`src/txbs_defines.vh`:
```
// Constants for the transmit phase FIFO and byte serializer
`ifndef TXBS_DEFINES_VH
`define TXBS_DEFINES_VH

// Widths of the fabric word and of one coded symbol
`define TXBS_WORD_W 20
`define TXBS_SYM_W 10
`define TXBS_BYTE_W 8

// Phase FIFO geometry
`define TXBS_FIFO_DEPTH 4
`define TXBS_FIFO_AW 2

// Timing: own clock period and fabric word period, in ns
`define TXBS_CLK_NS 100
`define TXBS_WORD_NS 800
// Own clock cycles per parallel word, and per half word
`define TXBS_WORD_CYC (`TXBS_WORD_NS / `TXBS_CLK_NS)
`define TXBS_HALF_CYC (`TXBS_WORD_CYC / 2)
`define TXBS_CNT_W 3

// Parallel cycles a word waits in the normal, elastic mode
`define TXBS_NORM_STAGES 2

`endif

```
`src/txbs_top.v`:
```
// Transmit phase FIFO followed by the optional byte serializer
`include "txbs_defines.vh"

// What this block does
// - FIFO absorbs phase between fabric and parallel clock
// - FIFO holds exactly four words
// - Normal latency two to three parallel cycles
// - Fixed-latency mode removes two parallel cycles: one fill word, one stage
// - Fabric word is 8, 10, 16 or 20
// - Coded symbol out is 8 or 10 bits
// - Serializer splits word, doubles output rate
// - Low half goes out before high half
// - PCIe mode takes words from PIPE port
module txbs_top (
	input wire i_clock,
	input wire i_rstn,
	input wire i_fab_clk,
	input wire [19:0] i_fab_data,
	input wire [19:0] i_pipe_data,
	input wire i_pipe_mode,
	input wire i_wide,
	input wire i_ten_bit,
	input wire i_ser_en,
	input wire i_fixed_lat,
	output wire o_wr_ready,
	output reg o_overflow,
	output reg [9:0] o_sym_data,
	output reg o_sym_valid
);

	localparam WW = `TXBS_WORD_W;
	localparam SW = `TXBS_SYM_W;
	localparam CW = `TXBS_CNT_W;
	// Counts worked out as integers, then cut to the slot counter width
	localparam integer WORD_LAST_I = `TXBS_WORD_CYC - 1;
	localparam integer HALF_AT_I = `TXBS_HALF_CYC;
	localparam [CW-1:0] WORD_LAST = WORD_LAST_I[CW-1:0];
	localparam [CW-1:0] HALF_AT = HALF_AT_I[CW-1:0];

	// Read side states, one-hot
	localparam [2:0] ST_IDLE = 3'b001;
	localparam [2:0] ST_FILL = 3'b010;
	localparam [2:0] ST_RUN = 3'b100;

	////////////////////////////////////////////////////////////////////
	// Pin synchronisers: link clock and word pass two flops first
	reg fclk_s1_q; // First stage, read only by second stage
	reg fclk_s2_q; // Safe copy of the link clock
	reg fclk_s3_q; // Previous safe copy, for edge finding
	reg [WW-1:0] dat_s1_q; // First stage of the fabric word
	reg [WW-1:0] dat_s2_q; // Safe fabric word
	reg [WW-1:0] pip_s1_q; // First stage of the PIPE word
	reg [WW-1:0] pip_s2_q; // Safe PIPE word
	reg pmode_s1_q; // First stage of PIPE select
	reg pmode_s2_q; // Safe PIPE select

	always @(posedge i_clock) begin
		if (!i_rstn) begin
			fclk_s1_q <= 1'b0;
			fclk_s2_q <= 1'b0;
			fclk_s3_q <= 1'b0;
			dat_s1_q <= {WW{1'b0}};
			dat_s2_q <= {WW{1'b0}};
			pip_s1_q <= {WW{1'b0}};
			pip_s2_q <= {WW{1'b0}};
			pmode_s1_q <= 1'b0;
			pmode_s2_q <= 1'b0;
		end else begin
			fclk_s1_q <= i_fab_clk;
			fclk_s2_q <= fclk_s1_q;
			fclk_s3_q <= fclk_s2_q;
			// No logic ahead of the first stage: both sources synced
			dat_s1_q <= i_fab_data;
			dat_s2_q <= dat_s1_q;
			pip_s1_q <= i_pipe_data;
			pip_s2_q <= pip_s1_q;
			pmode_s1_q <= i_pipe_mode;
			pmode_s2_q <= pmode_s1_q;
		end
	end

	// Word is latched by the writer on its rising edge, so the word
	// changes together with it; both travel the same two-flop delay.
	wire fclk_rise = fclk_s2_q && !fclk_s3_q;

	// PIPE port feeds the FIFO in PCIe mode, picked after the syncs
	wire [WW-1:0] src_word = pmode_s2_q ? pip_s2_q : dat_s2_q;

	////////////////////////////////////////////////////////////////////
	// Width trim per configured fabric width
	reg [WW-1:0] wr_word;

	always @* begin
		wr_word = src_word;
		case ({i_wide, i_ten_bit})
			2'b00: wr_word = {12'h000, src_word[7:0]};
			2'b01: wr_word = {10'h000, src_word[9:0]};
			2'b10: wr_word = {4'h0, src_word[15:0]};
			default: wr_word = src_word;
		endcase
	end

	////////////////////////////////////////////////////////////////////
	// Four-word phase FIFO between write edge and read slot
	wire fifo_in_ready;
	wire fifo_out_valid;
	wire [WW-1:0] fifo_out_data;
	wire [`TXBS_FIFO_AW:0] fifo_count;
	reg pop_q; // Pop strobe from the read slot

	txbs_fifo #(
		.WIDTH(WW),
		.DEPTH(`TXBS_FIFO_DEPTH),
		.AW(`TXBS_FIFO_AW)
	) u_fifo (
		.i_clock(i_clock),
		.i_rstn(i_rstn),
		.i_in_valid(fclk_rise),
		.o_in_ready(fifo_in_ready),
		.i_in_data(wr_word),
		.o_out_valid(fifo_out_valid),
		.i_out_ready(pop_q),
		.o_out_data(fifo_out_data),
		.o_count(fifo_count)
	);

	// Writer has no way to pause; ready is reported, loss is flagged
	assign o_wr_ready = fifo_in_ready;

	// Sticky overflow until reset: a word arrived with no room
	always @(posedge i_clock) begin
		if (!i_rstn) begin
			o_overflow <= 1'b0;
		end else if (fclk_rise && !fifo_in_ready) begin
			o_overflow <= 1'b1;
		end
	end

	////////////////////////////////////////////////////////////////////
	// Parallel clock, made from the own clock at the word rate
	reg [CW-1:0] slot_q; // Position inside one parallel cycle
	wire word_tick = (slot_q == WORD_LAST);
	// Mid slot, so both halves stand the same number of cycles
	wire half_tick = (slot_q == HALF_AT);

	always @(posedge i_clock) begin
		if (!i_rstn) begin
			slot_q <= {CW{1'b0}};
		end else if (word_tick) begin
			slot_q <= {CW{1'b0}};
		end else begin
			slot_q <= slot_q + 3'h1;
		end
	end

	////////////////////////////////////////////////////////////////////
	// Read side control: wait for fill, then pop one word per tick
	reg [2:0] st_q; // Read state
	reg [WW-1:0] stg_q; // Extra stage used only in elastic mode
	reg stg_v_q; // Extra stage holds a word
	reg [WW-1:0] out_word_q; // Word now being sent
	reg out_v_q; // Sent word is real
	reg tick_q; // Slot boundary, in step with pop_q
	// Registered mode needs one word, elastic mode keeps two waiting
	wire [`TXBS_FIFO_AW:0] fill_need = i_fixed_lat ? 3'h1 : 3'h2;

	// Pop on the parallel tick when a word is there
	always @(posedge i_clock) begin
		if (!i_rstn) begin
			pop_q <= 1'b0;
			tick_q <= 1'b0;
		end else begin
			pop_q <= word_tick && fifo_out_valid && (st_q == ST_RUN);
			tick_q <= word_tick && (st_q == ST_RUN);
		end
	end

	// Start state machine
	always @(posedge i_clock) begin
		if (!i_rstn) begin
			st_q <= ST_IDLE;
		end else begin
			case (st_q)
				ST_IDLE: begin
					if (fifo_out_valid) begin
						st_q <= ST_FILL;
					end
				end
				ST_FILL: begin
					// Start once the chosen depth is reached
					if (fifo_count >= fill_need) begin
						st_q <= ST_RUN;
					end
				end
				ST_RUN: begin
					st_q <= ST_RUN;
				end
				default: st_q <= ST_IDLE;
			endcase
		end
	end

	// Latency pipe: pop lands in the output word at once in fixed mode
	// and one tick later, through the extra stage, in elastic mode
	always @(posedge i_clock) begin
		if (!i_rstn) begin
			stg_q <= {WW{1'b0}};
			stg_v_q <= 1'b0;
			out_word_q <= {WW{1'b0}};
			out_v_q <= 1'b0;
		end else if (pop_q) begin
			stg_q <= fifo_out_data;
			stg_v_q <= 1'b1;
			if (i_fixed_lat) begin
				out_word_q <= fifo_out_data;
				out_v_q <= 1'b1;
			end else begin
				out_word_q <= stg_q;
				out_v_q <= stg_v_q;
			end
		end else if (tick_q) begin
			// Underrun slot: fixed mode sends nothing, elastic mode sends the staged word. Judged on the pop
			// edge itself, so a normal pop is never taken for one.
			stg_v_q <= 1'b0;
			out_v_q <= i_fixed_lat ? 1'b0 : stg_v_q;
			out_word_q <= stg_q;
		end
	end

	////////////////////////////////////////////////////////////////////
	// Byte serializer: low half first, high half at mid slot
	reg half_q; // High half is on the output
	reg [SW-1:0] low_half;
	reg [SW-1:0] high_half;

	// Split point follows the symbol width
	always @* begin
		if (i_ten_bit) begin
			low_half = out_word_q[9:0];
			high_half = out_word_q[19:10];
		end else begin
			low_half = {2'b00, out_word_q[7:0]};
			high_half = {2'b00, out_word_q[15:8]};
		end
	end

	// Output symbol register; the word slot starts one cycle after pop
	always @(posedge i_clock) begin
		if (!i_rstn) begin
			half_q <= 1'b0;
			o_sym_data <= 10'h000;
			o_sym_valid <= 1'b0;
		end else if (i_ser_en) begin
			// Low half restarts with the new word, not a cycle early
			if (tick_q) begin
				half_q <= 1'b0;
			end else if (half_tick) begin
				half_q <= 1'b1;
			end
			o_sym_data <= half_q ? high_half : low_half;
			o_sym_valid <= out_v_q;
		end else begin
			// Whole word is one symbol, trimmed to its width
			half_q <= 1'b0;
			o_sym_data <= i_ten_bit ? low_half : {2'b00, low_half[7:0]};
			o_sym_valid <= out_v_q;
		end
	end

endmodule // txbs_top

```
`src/txbs_fifo.v`:
```
// Small synchronous FIFO with valid and ready on both sides
module txbs_fifo #(
	parameter WIDTH = 20,
	parameter DEPTH = 4,
	parameter AW = 2
) (
	input wire i_clock,
	input wire i_rstn,
	input wire i_in_valid,
	output wire o_in_ready,
	input wire [WIDTH-1:0] i_in_data,
	output wire o_out_valid,
	input wire i_out_ready,
	output wire [WIDTH-1:0] o_out_data,
	output wire [AW:0] o_count
);

	reg [WIDTH-1:0] mem_q [0:DEPTH-1]; // Word storage
	reg [AW-1:0] wr_q; // Write pointer
	reg [AW-1:0] rd_q; // Read pointer
	reg [AW:0] cnt_q; // Occupancy

	wire push = i_in_valid && o_in_ready;
	wire pop = o_out_valid && i_out_ready;

	// Honest flags straight from occupancy
	assign o_in_ready = (cnt_q != DEPTH[AW:0]);
	assign o_out_valid = (cnt_q != {(AW+1){1'b0}});
	assign o_out_data = mem_q[rd_q];
	assign o_count = cnt_q;

	////////////////////////////////////////////////////////////////////
	// Storage write, no reset needed for data
	always @(posedge i_clock) begin
		if (push) begin
			mem_q[wr_q] <= i_in_data;
		end
	end

	// Pointers and count
	always @(posedge i_clock) begin
		if (!i_rstn) begin
			wr_q <= {AW{1'b0}};
			rd_q <= {AW{1'b0}};
			cnt_q <= {(AW+1){1'b0}};
		end else begin
			if (push) begin
				wr_q <= wr_q + {{(AW-1){1'b0}}, 1'b1};
			end
			if (pop) begin
				rd_q <= rd_q + {{(AW-1){1'b0}}, 1'b1};
			end
			if (push && !pop) begin
				cnt_q <= cnt_q + {{AW{1'b0}}, 1'b1};
			end else if (pop && !push) begin
				cnt_q <= cnt_q - {{AW{1'b0}}, 1'b1};
			end
		end
	end

endmodule // txbs_fifo

```
`config.mk`:
```
export PLATFORM = sky130hd
export DESIGN_NAME = txbs_top
export DESIGN_NICKNAME = d
export VERILOG_FILES = /design/src/txbs_top.v /design/src/txbs_fifo.v
export VERILOG_INCLUDE_DIRS = /design/src
export SDC_FILE = /design/constraint.sdc
export NUM_CORES = 1
export LEC_CHECK = 0
export ABC_CLOCK_PERIOD_IN_PS = 2500
export BUFFER_PORTS_ARGS = -buffer_cell sky130_fd_sc_hd__buf_2
export CAP_MARGIN = 20
export CELL_PAD_IN_SITES_DETAIL_PLACEMENT = 0
export CELL_PAD_IN_SITES_GLOBAL_PLACEMENT = 1
export CORE_ASPECT_RATIO = 0.6
export CORE_MARGIN = 5
export CORE_UTILIZATION = 49
export CTS_CLUSTER_SIZE = 20
export DETAILED_ROUTE_END_ITERATION = 10
export GPL_TIMING_DRIVEN = 0
export PLACE_DENSITY_LB_ADDON = 0.08
export SKIP_CTS_REPAIR_TIMING = 1
export SLEW_MARGIN = 15
export SYNTH_ARGS = -nofsm -noshare
export SYNTH_HDL_FRONTEND = slang
export SYNTH_HIERARCHICAL = 1
export SYNTH_SLANG_ARGS = --single-unit
```
`constraint.sdc`:
```
create_clock -name i_clock -period 2.5 [get_ports i_clock]
set_clock_uncertainty 0.1 [all_clocks]
set_input_delay 0 -clock i_clock [delete_from_list [all_inputs] [get_ports i_clock]]
set_output_delay 0 -clock i_clock [all_outputs]
set_load 0.02 [all_outputs]
```
Yosys cells after proc, flatten, opt, wreduce, memory -nomap -nowiden. Memories as Yosys holds them, arrays and structs flattened. A register that Yosys moved wholly into a read port is not among the register bits. Index checks and enable logic that the tools add are counted.

Add/subtract/negate cells: 5. $lt $le $gt $ge: 1. Equality and inequality tests: 10. Mux-type cells: 26. Bitwise operators: 2. Reduce and logical (&&, ||, !) cells: 20.

Operators by type and width (count): $mux 20 (4); $pmux 20 s3 (1); $mux 10 (5); $mux 3 (4); $eq 3x3->1 const B (3); $logic_and 1x1->1 (9); $pmux 3 s3 (1); $mux 1 (8); $add 3x1->3 const B (2); $mux 2 (3); $add 2x1->2 const B (2); $logic_not 1->1 (4); $ne 2x2->1 const B (2); $reduce_bool 2->1 (2); $eq 3x1->1 const B (1); $eq 3x2->1 const B (1); $ge 3x2->1 (1); $ne 3x3->1 const B (1); $reduce_bool 3->1 (1); $reduce_or 3->1 (1); $sub 3x1->3 const B (1); $eq 2x1->1 const B (1); $eq 2x2->1 const B (1); $logic_not 2->1 (1); 3 further kinds (4).

Flip-flop bits (word level): 155. Bits in writable memories: 80. Input port bits: 48. Output and inout bits: 13. Memories kept: 1.

Memory list: u_fifo.mem_q (depth 4, bits a word 20, rd ports 1, clocked after memory_dff 1, wr ports 1, line txbs_fifo.v:18) `reg [WIDTH-1:0] mem_q [0:DEPTH-1];`.

Depth between registers and ports, before layout. Gate-level depths: netlist of the first run.

Word-level depth: 7. Gate-level depth with buffers: 8. Depth with buffers taken out: 8.

Modules after synthesis. The synthesis of the first run kept the hierarchy.

By module, submodules not included: txbs_top (times used 1, cells an instance 471, area each 5078.6 um^2, seq. area each 2962.8 um^2); txbs_fifo (times used 1, cells an instance 152, area each 3399.5 um^2, seq. area each 2582.5 um^2).

Least setup slack after synthesis of the first run. OpenSTA, ideal clock, no wires.

Kind: reg-to-reg. Start: reg u_fifo.cnt_q[0], in the netlist u_fifo/o_count[0]. End: reg u_fifo.cnt_q[2], in the netlist u_fifo/o_count[2]. Library setup time: 0.076 ns. Arrival: 1.997 ns. Required time: 2.324 ns. Setup slack: 0.327 ns. Cell stages (with the launch flop): 9. Path through: dfxtp_1 nor2_2 a21boi_4 ha_1 inv_1 fa_1 xor2_1 or3_1 a21boi_0.

Word-level cells in the longest chain between the ends: 5. Elaborated cells between the ends (all ways): 13. Those cells by class: add/sub (2); eq/ne (1); mux (2); reduce/logical (8).

RTL lines: from (decl) (line txbs_fifo.v:21) `reg [AW:0] cnt_q;`; from (signal assigned) (line txbs_fifo.v:45) `cnt_q <= {(AW+1){1'b0}};`; from (signal assigned) (line txbs_fifo.v:54) `cnt_q <= cnt_q + {{AW{1'b0}}, 1'b1};`; from (signal assigned) (line txbs_fifo.v:56) `cnt_q <= cnt_q - {{AW{1'b0}}, 1'b1};`; $ne 3x3->1 (*) (line txbs_fifo.v:27) `assign o_in_ready = (cnt_q != DEPTH[AW:0]);`; $logic_and 1x1->1 (*) (line txbs_fifo.v:23) `wire push = i_in_valid && o_in_ready;`; net u_fifo.push (line txbs_fifo.v:23); $logic_not 1->1 (line txbs_fifo.v:55) `end else if (pop && !push) begin`; $logic_and 1x1->1 (line txbs_fifo.v:55); $reduce_bool 2->1 (no source line).

Mark *: on every way through the listed nets, which the timed path passes. The rest lies on a longest branch. The select of a mux whose other input is x is not followed. A chain may end at the register's enable or synchronous reset.

Final worst setup path of the first run.
Start: reg u_fifo.cnt_q[1], in the netlist u_fifo/o_count[1]. End: mem u_fifo.mem_q[2][16] (enable).

Word-level cells in the longest chain between the ends: 4.

RTL lines: $ne 3x3->1 (line txbs_fifo.v:27); $logic_and 1x1->1 (line txbs_fifo.v:23); net u_fifo.push (line txbs_fifo.v:23); $mux 1 (line txbs_fifo.v:35) `if (push) begin`; $mux 1 (not written as such) (line txbs_fifo.v:36) `mem_q[wr_q] <= i_in_data;`; to (decl) (line txbs_fifo.v:18).

The timed path passes the listed nets, and every way through them passes these cells.

==> summary.txt, run 1 <==
Route
  – Total Wirelength: 15770 um
  – DRC Markers: 0
  – Wire length per cell: roughly 16 um
  – Initial drt markers: 214
  – DR pass1 iterations: 5
  – Vias per Instance: between 4 and 5
  – Via count: 4835
  – Final ANT Viol Nets: 0

Logic synthesis
  – Post-synth cell types: 42
  – Synth warn: 6
  – Post-Syn Area: between 8000 and 9000 um^2
  – Syn Nets: 682
  – Syn avg cell area: roughly 14 um^2
  – Synthesized instance count: 623
  – Yosys reg bits: 237
  – Sequential-to-total area share from yosys stat: 65.41%

Power and ir drop
  – Power Total: 7.651 mW
  – Worst vdd ir: 480.3 uV
  – Clock power frac: 42.3%
  – Leakage: 4.007 nW
  – Sequential share of power: 53.5%
  – Switching share of total power: a little over a fifth
  – Pwr dens: 742.0 nW/um^2
  – Logic pwr share: 4.2%
  – Internal Pwr Total: 6.054 mW
  – Sw power: 1.597 mW

Hold path
  – Worst min-delay path class: primary input to flop

Setup path
  – CP delay by family, top: simple AND/OR/NAND/NOR gates
  – Crit path cell chain: nor2_2, a21boi_4, buf_4, and2_1
  – Max stage delay on crit path: 0.84 ns
  – Crit. End Element: flop
  – Worst-path fanout max: 20
  – Flop2flop setup slack: about 0.15 ns
  – Worst Path Arrival: ~2.4 ns
  – Worst Path Required: 2.53 ns
  – Crit Path Class: flop to flop
  – Critical Path Start Type: flop
  – CP max stage cell: and2_1
  – CP bufs+invs: 1

Layout
  – Multi-input combinational cell area: 2728 um^2
  – Commonest non-fill, non-tap cells in the layout: dfxtp_1 (157), and2_1 (96), edfxtp_1 (80), buf_2 (67), mux2i_1 (65)
  – Filler instances: ~1.3k
  – Antenna diode count: 0
  – Most common cell after layout, fill and taps aside: dfxtp_1
  – Layout cell share with drive strength beyond 1: 18.73%
  – Total Nets Final: 818
  – Register area: 5545 um^2
  – Fin cells: 1008
  – Area Overhead vs Synth: 21.62%

Timing
  – Slew @ Worst Pin: 1.101 ns
  – Minimum clock period: 2.347 ns
  – Worst hold margin: 0.1258 ns
  – Final Worst Setup Slack: 0.1527 ns
  – Part of the cycle the worst path needs: between 90% and 100%
  – Final Hold Viols: 0
  – Slew HR: 26.62%
  – RSZ-0062 raised after global routing: no
  – Finish-stage setup viols: 0
  – Max frequency: 426.0 MHz
  – Slew Limit Fails: 0
  – Setup TNS: 0 ns

CTS
  – Clock slew at reported path FFs: 0.06 ns
  – Clock Path Buffers: 3
  – Clock root cell: clkbuf_16
  – CTS tree: built
  – CTS sink count: 237
  – Clock Latency Late Sink: 0.51 ns
  – H-tree Lvls: 1
  – CTS Buf Count: 22

Floorplanning
  – Standard-cell row count: 37
  – Io pins: 61
  – Starting density of the core: between 40% and 50%
  – Die area: slightly above 20000 um^2
  – Die Y: 111.9 um
  – CORE AREA: around 17000 um^2
  – Die Wd: 179.8 um

Placed design
  – Cells after DPL: ~920
  – Hpwl dp: 10820 um
  – Port Buf Inserts: a little under 60
  – Routability cong.: 0.8044
  – Dpl ws: 0.1285 ns

GRT
  – First-pass GRT wire length: 26360 um
  – Gr ovfl total: 0
  – Initial antenna violation count: 1
  – GRT Resource Usage Total: 16.03%
  – Vias in the first global route: 4954
  – Largest net degree at the start of global routing: 21

Run
  – # Max-Cap Violations: 0

Run status
  – Run status: complete, no violations
## metrics by stage
step           utilization (%)  instance area (um^2)
3_5_place_dp             53.07                  9066
2_1_floorplan                -                  8478
5_1_grt                  60.36                 10310
6_report                 60.36                 10310
3_3_place_gp             53.07                  9066
4_1_cts                  57.28                  9786
## area by class of cell
class / count / area share [%]
clock buffers: 28 / 6.164
plain buffers: 34 / 1.662
well taps: 234 / 2.839
repair buffers: 112 / 7.960
inverters: 9 / 0.3276
clock inverters: 11 / 0.8130
flip-flops and latches: 237 / 53.78
multi-input cells: 343 / 26.45
## final timing paths
path / startpoint / to / cells past startpoint
hold reg to reg: dat_s1_q[8] / dat_s2_q[8] / 1
hold / removal: i_pipe_data[4] / pip_s1_q[4] / 3
setup / recovery: u_fifo/o_count[1] / u_fifo/mem_q[2][16] / 4
setup reg to reg: u_fifo/o_count[1] / u_fifo/mem_q[2][16] / 4
## worst min-delay path, delay by kind of cell
family        cells  cell delay [ns]
buf+inv           2             0.61
simple gates      1             0.10
## metal layers
metal,up-vias,global-route usage (%),wire length [um]
met5,-,0,0
met4,0,3.399,280
met3,21,3.493,731
met2,96,23.47,6701
met1,2272,24.62,8054
li1,2446,-,-
## power groups by stage
stage	Combinational [mW]	Sequential, mW	Clock (mW)
floorplan	0.164	4.17	0
global placement	0.250	4.18	0
detailed placement	0.261	4.18	0
CTS	0.261	4.09	3.32
global route	0.361	4.10	3.51
finish	0.318	4.09	3.24
## cells by family after synthesis
| logic type | after synthesis | share of synthesized area, % |
|---|---|---|
| DFF | 237 | 65.41 |
| and+or+nand+nor | 171 | 11.13 |
| muxes | 93 | 14.14 |
| AOI/OAI and AO/OA | 64 | 4.782 |
| buffers and inverters | 43 | 2.420 |
| adders and majority gates | 11 | 1.712 |
| xor gates and xnor gates | 4 | 0.4133 |
## flip-flops by register name (all words and copies together) (netlist names), 2 cells and up, named ones only
register	cells
u_fifo/mem_q	80
slot_q	3
u_fifo/wr_q	2
dat_s1_q	20
pip_s1_q	20
pip_s2_q	20
dat_s2_q	20
stg_q	20
u_fifo/o_count	3
out_word_q	20
u_fifo/rd_q	2
st_q	3
o_sym_data	10
## synthesized netlist by cell type, drive strengths merged
library cell    n  share of area (%)
dfxtp         157                 37
and2           96                7.1
edfxtp         80                 28
mux2i          65                7.7
nor2           42                1.9
a21oi          24                1.4
o21ai          23                1.4
mux4           20                5.4
buf            17                1.3
clkbuf         17               0.75
nand2          11               0.49
a211oi         10               0.94
ha             10                1.5
inv             9               0.40
nor2b           9               0.66
mux2            8                1.1
nor3b           3               0.27
or3             3               0.24
xnor2           3               0.31
a21boi          2               0.31
nand2b          2               0.15
nor3            2               0.12
a2111o          1               0.13
a2111oi         1               0.10
a31oi           1              0.074
fa              1               0.24
nand3b          1              0.089
nor4            1              0.074
o311ai          1               0.19
o31ai           1               0.25
or2             1              0.074
xor2            1               0.10
No activity file was read; power rests on OpenSTA's default activity.
==> run 2: changes to the inputs <==
--- a/config.mk
+++ b/config.mk
@@ -6,15 +6,14 @@
 export SDC_FILE = /design/constraint.sdc
 export NUM_CORES = 1
 export LEC_CHECK = 0
-export ABC_CLOCK_PERIOD_IN_PS = 2500
+export ABC_CLOCK_PERIOD_IN_PS = 2900
 export BUFFER_PORTS_ARGS = -buffer_cell sky130_fd_sc_hd__buf_2
 export CAP_MARGIN = 20
 export CELL_PAD_IN_SITES_DETAIL_PLACEMENT = 0
 export CELL_PAD_IN_SITES_GLOBAL_PLACEMENT = 1
 export CORE_ASPECT_RATIO = 0.6
 export CORE_MARGIN = 5
-export CORE_UTILIZATION = 49
-export CTS_CLUSTER_SIZE = 20
+export CORE_UTILIZATION = 53
 export DETAILED_ROUTE_END_ITERATION = 10
 export GPL_TIMING_DRIVEN = 0
 export PLACE_DENSITY_LB_ADDON = 0.08
==> constraint.sdc (replaced) <==
create_clock -name i_clock -period 2.9 [get_ports i_clock]
set_clock_uncertainty 0.1 [all_clocks]
set_input_delay 0 -clock i_clock [delete_from_list [all_inputs] [get_ports i_clock]]
set_output_delay 0 -clock i_clock [all_outputs]
set_load 0.02 [all_outputs]
==> summary.txt, run 2 (synthesized netlist as in run 1, its figures left out) <==
Floorplanning
  – Io pins: slightly above 60
  – Die Wd: 173.3 um
  – Standard-cell row count: 35
  – CORE AREA: 15500 um^2
  – Die area: 18710 um^2
  – Die Y: 108.0 um
  – Starting density of the core: 54.69%

Setup path
  – R2r endpoint: u_fifo/o_count[2]
  – FF-to-FF Start: u_fifo/o_count[0]
  – Critical Path Start Type: flop
  – Crit Path Class: flop to flop
  – Crit path from: u_fifo/o_count[0]
  – Worst Path Required: about 3.2 ns
  – Crit. End Element: flop
  – Crit path cell chain: nor2_2, a21boi_4, ha_1, inv_1, fa_1, xor2_1, or3_1, a21boi_0
  – Worst-path fanout max: 7
  – Worst Path Arrival: 2.69 ns
  – Flop2flop setup slack: 0.53 ns
  – Max stage delay on crit path: 0.58 ns
  – CP max stage cell: dfxtp_1
  – R2r worst-path depth: 8
  – Worst Setup EP: u_fifo/o_count[2]

Route
  – Initial drt markers: approximately 240
  – DRC Markers: 0
  – Final ANT Viol Nets: 0
  – Vias per Instance: ~5
  – Total Wirelength: 15700 um
  – Via count: ~4.9k
  – Wire length per cell: between 15 and 20 um
  – DR pass1 iterations: 4

Layout
  – Antenna diode count: 0
  – Filler instances: 1162
  – Area Overhead vs Synth: 20.09%
  – Layout cell share with drive strength beyond 1: 17.82%
  – Total Nets Final: 813
  – Commonest non-fill, non-tap cells in the layout: dfxtp_1 (157), and2_1 (96), edfxtp_1 (80), buf_2 (67), mux2i_1 (65)
  – Max FFs per register: 80
  – Register area: 5545 um^2
  – Most common cell after layout, fill and taps aside: dfxtp_1
  – Largest reg by FF count: u_fifo/mem_q
  – Multi-input combinational cell area: around 2700 um^2

Placed design
  – Hpwl dp: 10780 um
  – Port Buf Inserts: 59
  – Dpl ws: ~0.54 ns
  – Routability cong.: 0.7730

GRT
  – Vias in the first global route: 4791
  – Largest net degree at the start of global routing: 21
  – Gr ovfl total: 0
  – Initial antenna violation count: 0
  – First-pass GRT wire length: 25600 um
  – GRT Resource Usage Total: roughly 17%

Power and ir drop
  – Sequential share of power: about 55%
  – Internal Pwr Total: between 5 and 6 mW
  – Sw power: between 1 and 1.5 mW
  – Power Total: roughly 6.5 mW
  – Clock power frac: 41.3%
  – Logic pwr share: 4.2%
  – Switching share of total power: 19.88%
  – Pwr dens: 636.1 nW/um^2
  – Worst vdd ir: 515.1 uV
  – Leakage: 3.944 nW

Timing
  – Slew @ Worst Pin: 1.139 ns
  – Final Hold Viols: 0
  – Slew Limit Fails: 0
  – Slew HR: 24.09%
  – Minimum clock period: between 2 and 2.5 ns
  – Part of the cycle the worst path needs: 81.63%
  – Setup TNS: 0 ns
  – RSZ-0062 raised after global routing: no
  – Finish-stage setup viols: 0
  – Max frequency: about 420 MHz
  – Final Worst Setup Slack: 0.5327 ns

Hold path
  – Worst min-delay path class: primary input to flop
  – Worst Hold Launch: i_pipe_data[16]

CTS
  – Clock Latency Late Sink: around 0.49 ns
  – CTS tree: built
  – H-tree Lvls: 1
  – Clock slew at reported path FFs: 0.06 ns
  – CTS sink count: 237
  – CTS Buf Count: 21
  – Clock root cell: clkbuf_16
  – Clock Path Buffers: 3

Run status
  – Run status: complete, no violations

Run
  – # Max-Cap Violations: 0
-- run 2: cell types whose count changed in the layout (fill, tap and decap cells not counted), sizes merged --
| cell | previous run | this run |
|---|---|---|
| buf | 78 | 76 |
| clkinv | 8 | 6 |
| dlygate4sd3 | 51 | 49 |
| bufinv | 0 | 2 |
| clkinvlp | 0 | 1 |
| inv | 12 | 10 |
-- run 2: worst max-delay path, delay by kind of cell (launching register included) --
kind | cells | cell delay (ns)
fa+ha+maj | 2 | 0.59
flops | 1 | 0.58
compound gates | 2 | 0.42
simple gates | 2 | 0.40
xor+xnor | 1 | 0.15
buf+inv | 1 | 0.06
-- run 2: per-stage QoR --
stage          hold WS, ns  instances  cell area, um^2  util (%)
2_1_floorplan      0.01831        623             8478         -
3_3_place_gp        0.1073        885             9027     58.23
3_5_place_dp        0.1091        885             9027     58.23
4_1_cts            -0.3992        923             9691     62.51
5_1_grt             0.1474        972            10180     65.67
6_report            0.1484        972            10180     65.67
-- run 2: worst min path at each step --
stage | cells past startpoint | endpoint | slack [ns]
after floorplan | 2 | half_q | 0.02
after global placement | 2 | pip_s1_q[13] | 0.11
after detailed placement | 2 | pip_s1_q[9] | 0.11
after global routing | 3 | dat_s1_q[17] | 0.15
after CTS | 2 | pip_s1_q[9] | -0.40
final | 3 | pip_s1_q[16] | 0.15
-- run 2: power groups by stage --
stage,sequential [mW],clock [mW],combinational [mW]
after floorplan,3.59,0,0.141
after global routing,3.54,2.87,0.304
after CTS,3.53,2.74,0.223
after global placement,3.60,0,0.213
after detailed placement,3.60,0,0.222
final,3.53,2.68,0.269
-- run 2: cell type report --
class,instances,share of cell area [%]
clock inverter,10,0.9955
tap,203,2.495
sequential,237,54.47
inverter,9,0.3318
timing repair buffer,108,7.718
clock buffer,28,5.518
multi-input combinational,343,26.79
buffer,34,1.684
-- run 2: metal layers --
| metal | part of all wire, % | GRT usage [%] | wire length [um] | vias up |
|---|---|---|---|---|
| met5 | 0 | 0 | 0 | - |
| met4 | 1.4 | 2.903 | 217 | 0 |
| met3 | 5.5 | 3.354 | 863 | 22 |
| met2 | 43 | 25.76 | 6787 | 115 |
| met1 | 50 | 26.19 | 7832 | 2321 |
| li1 | - | - | - | 2435 |
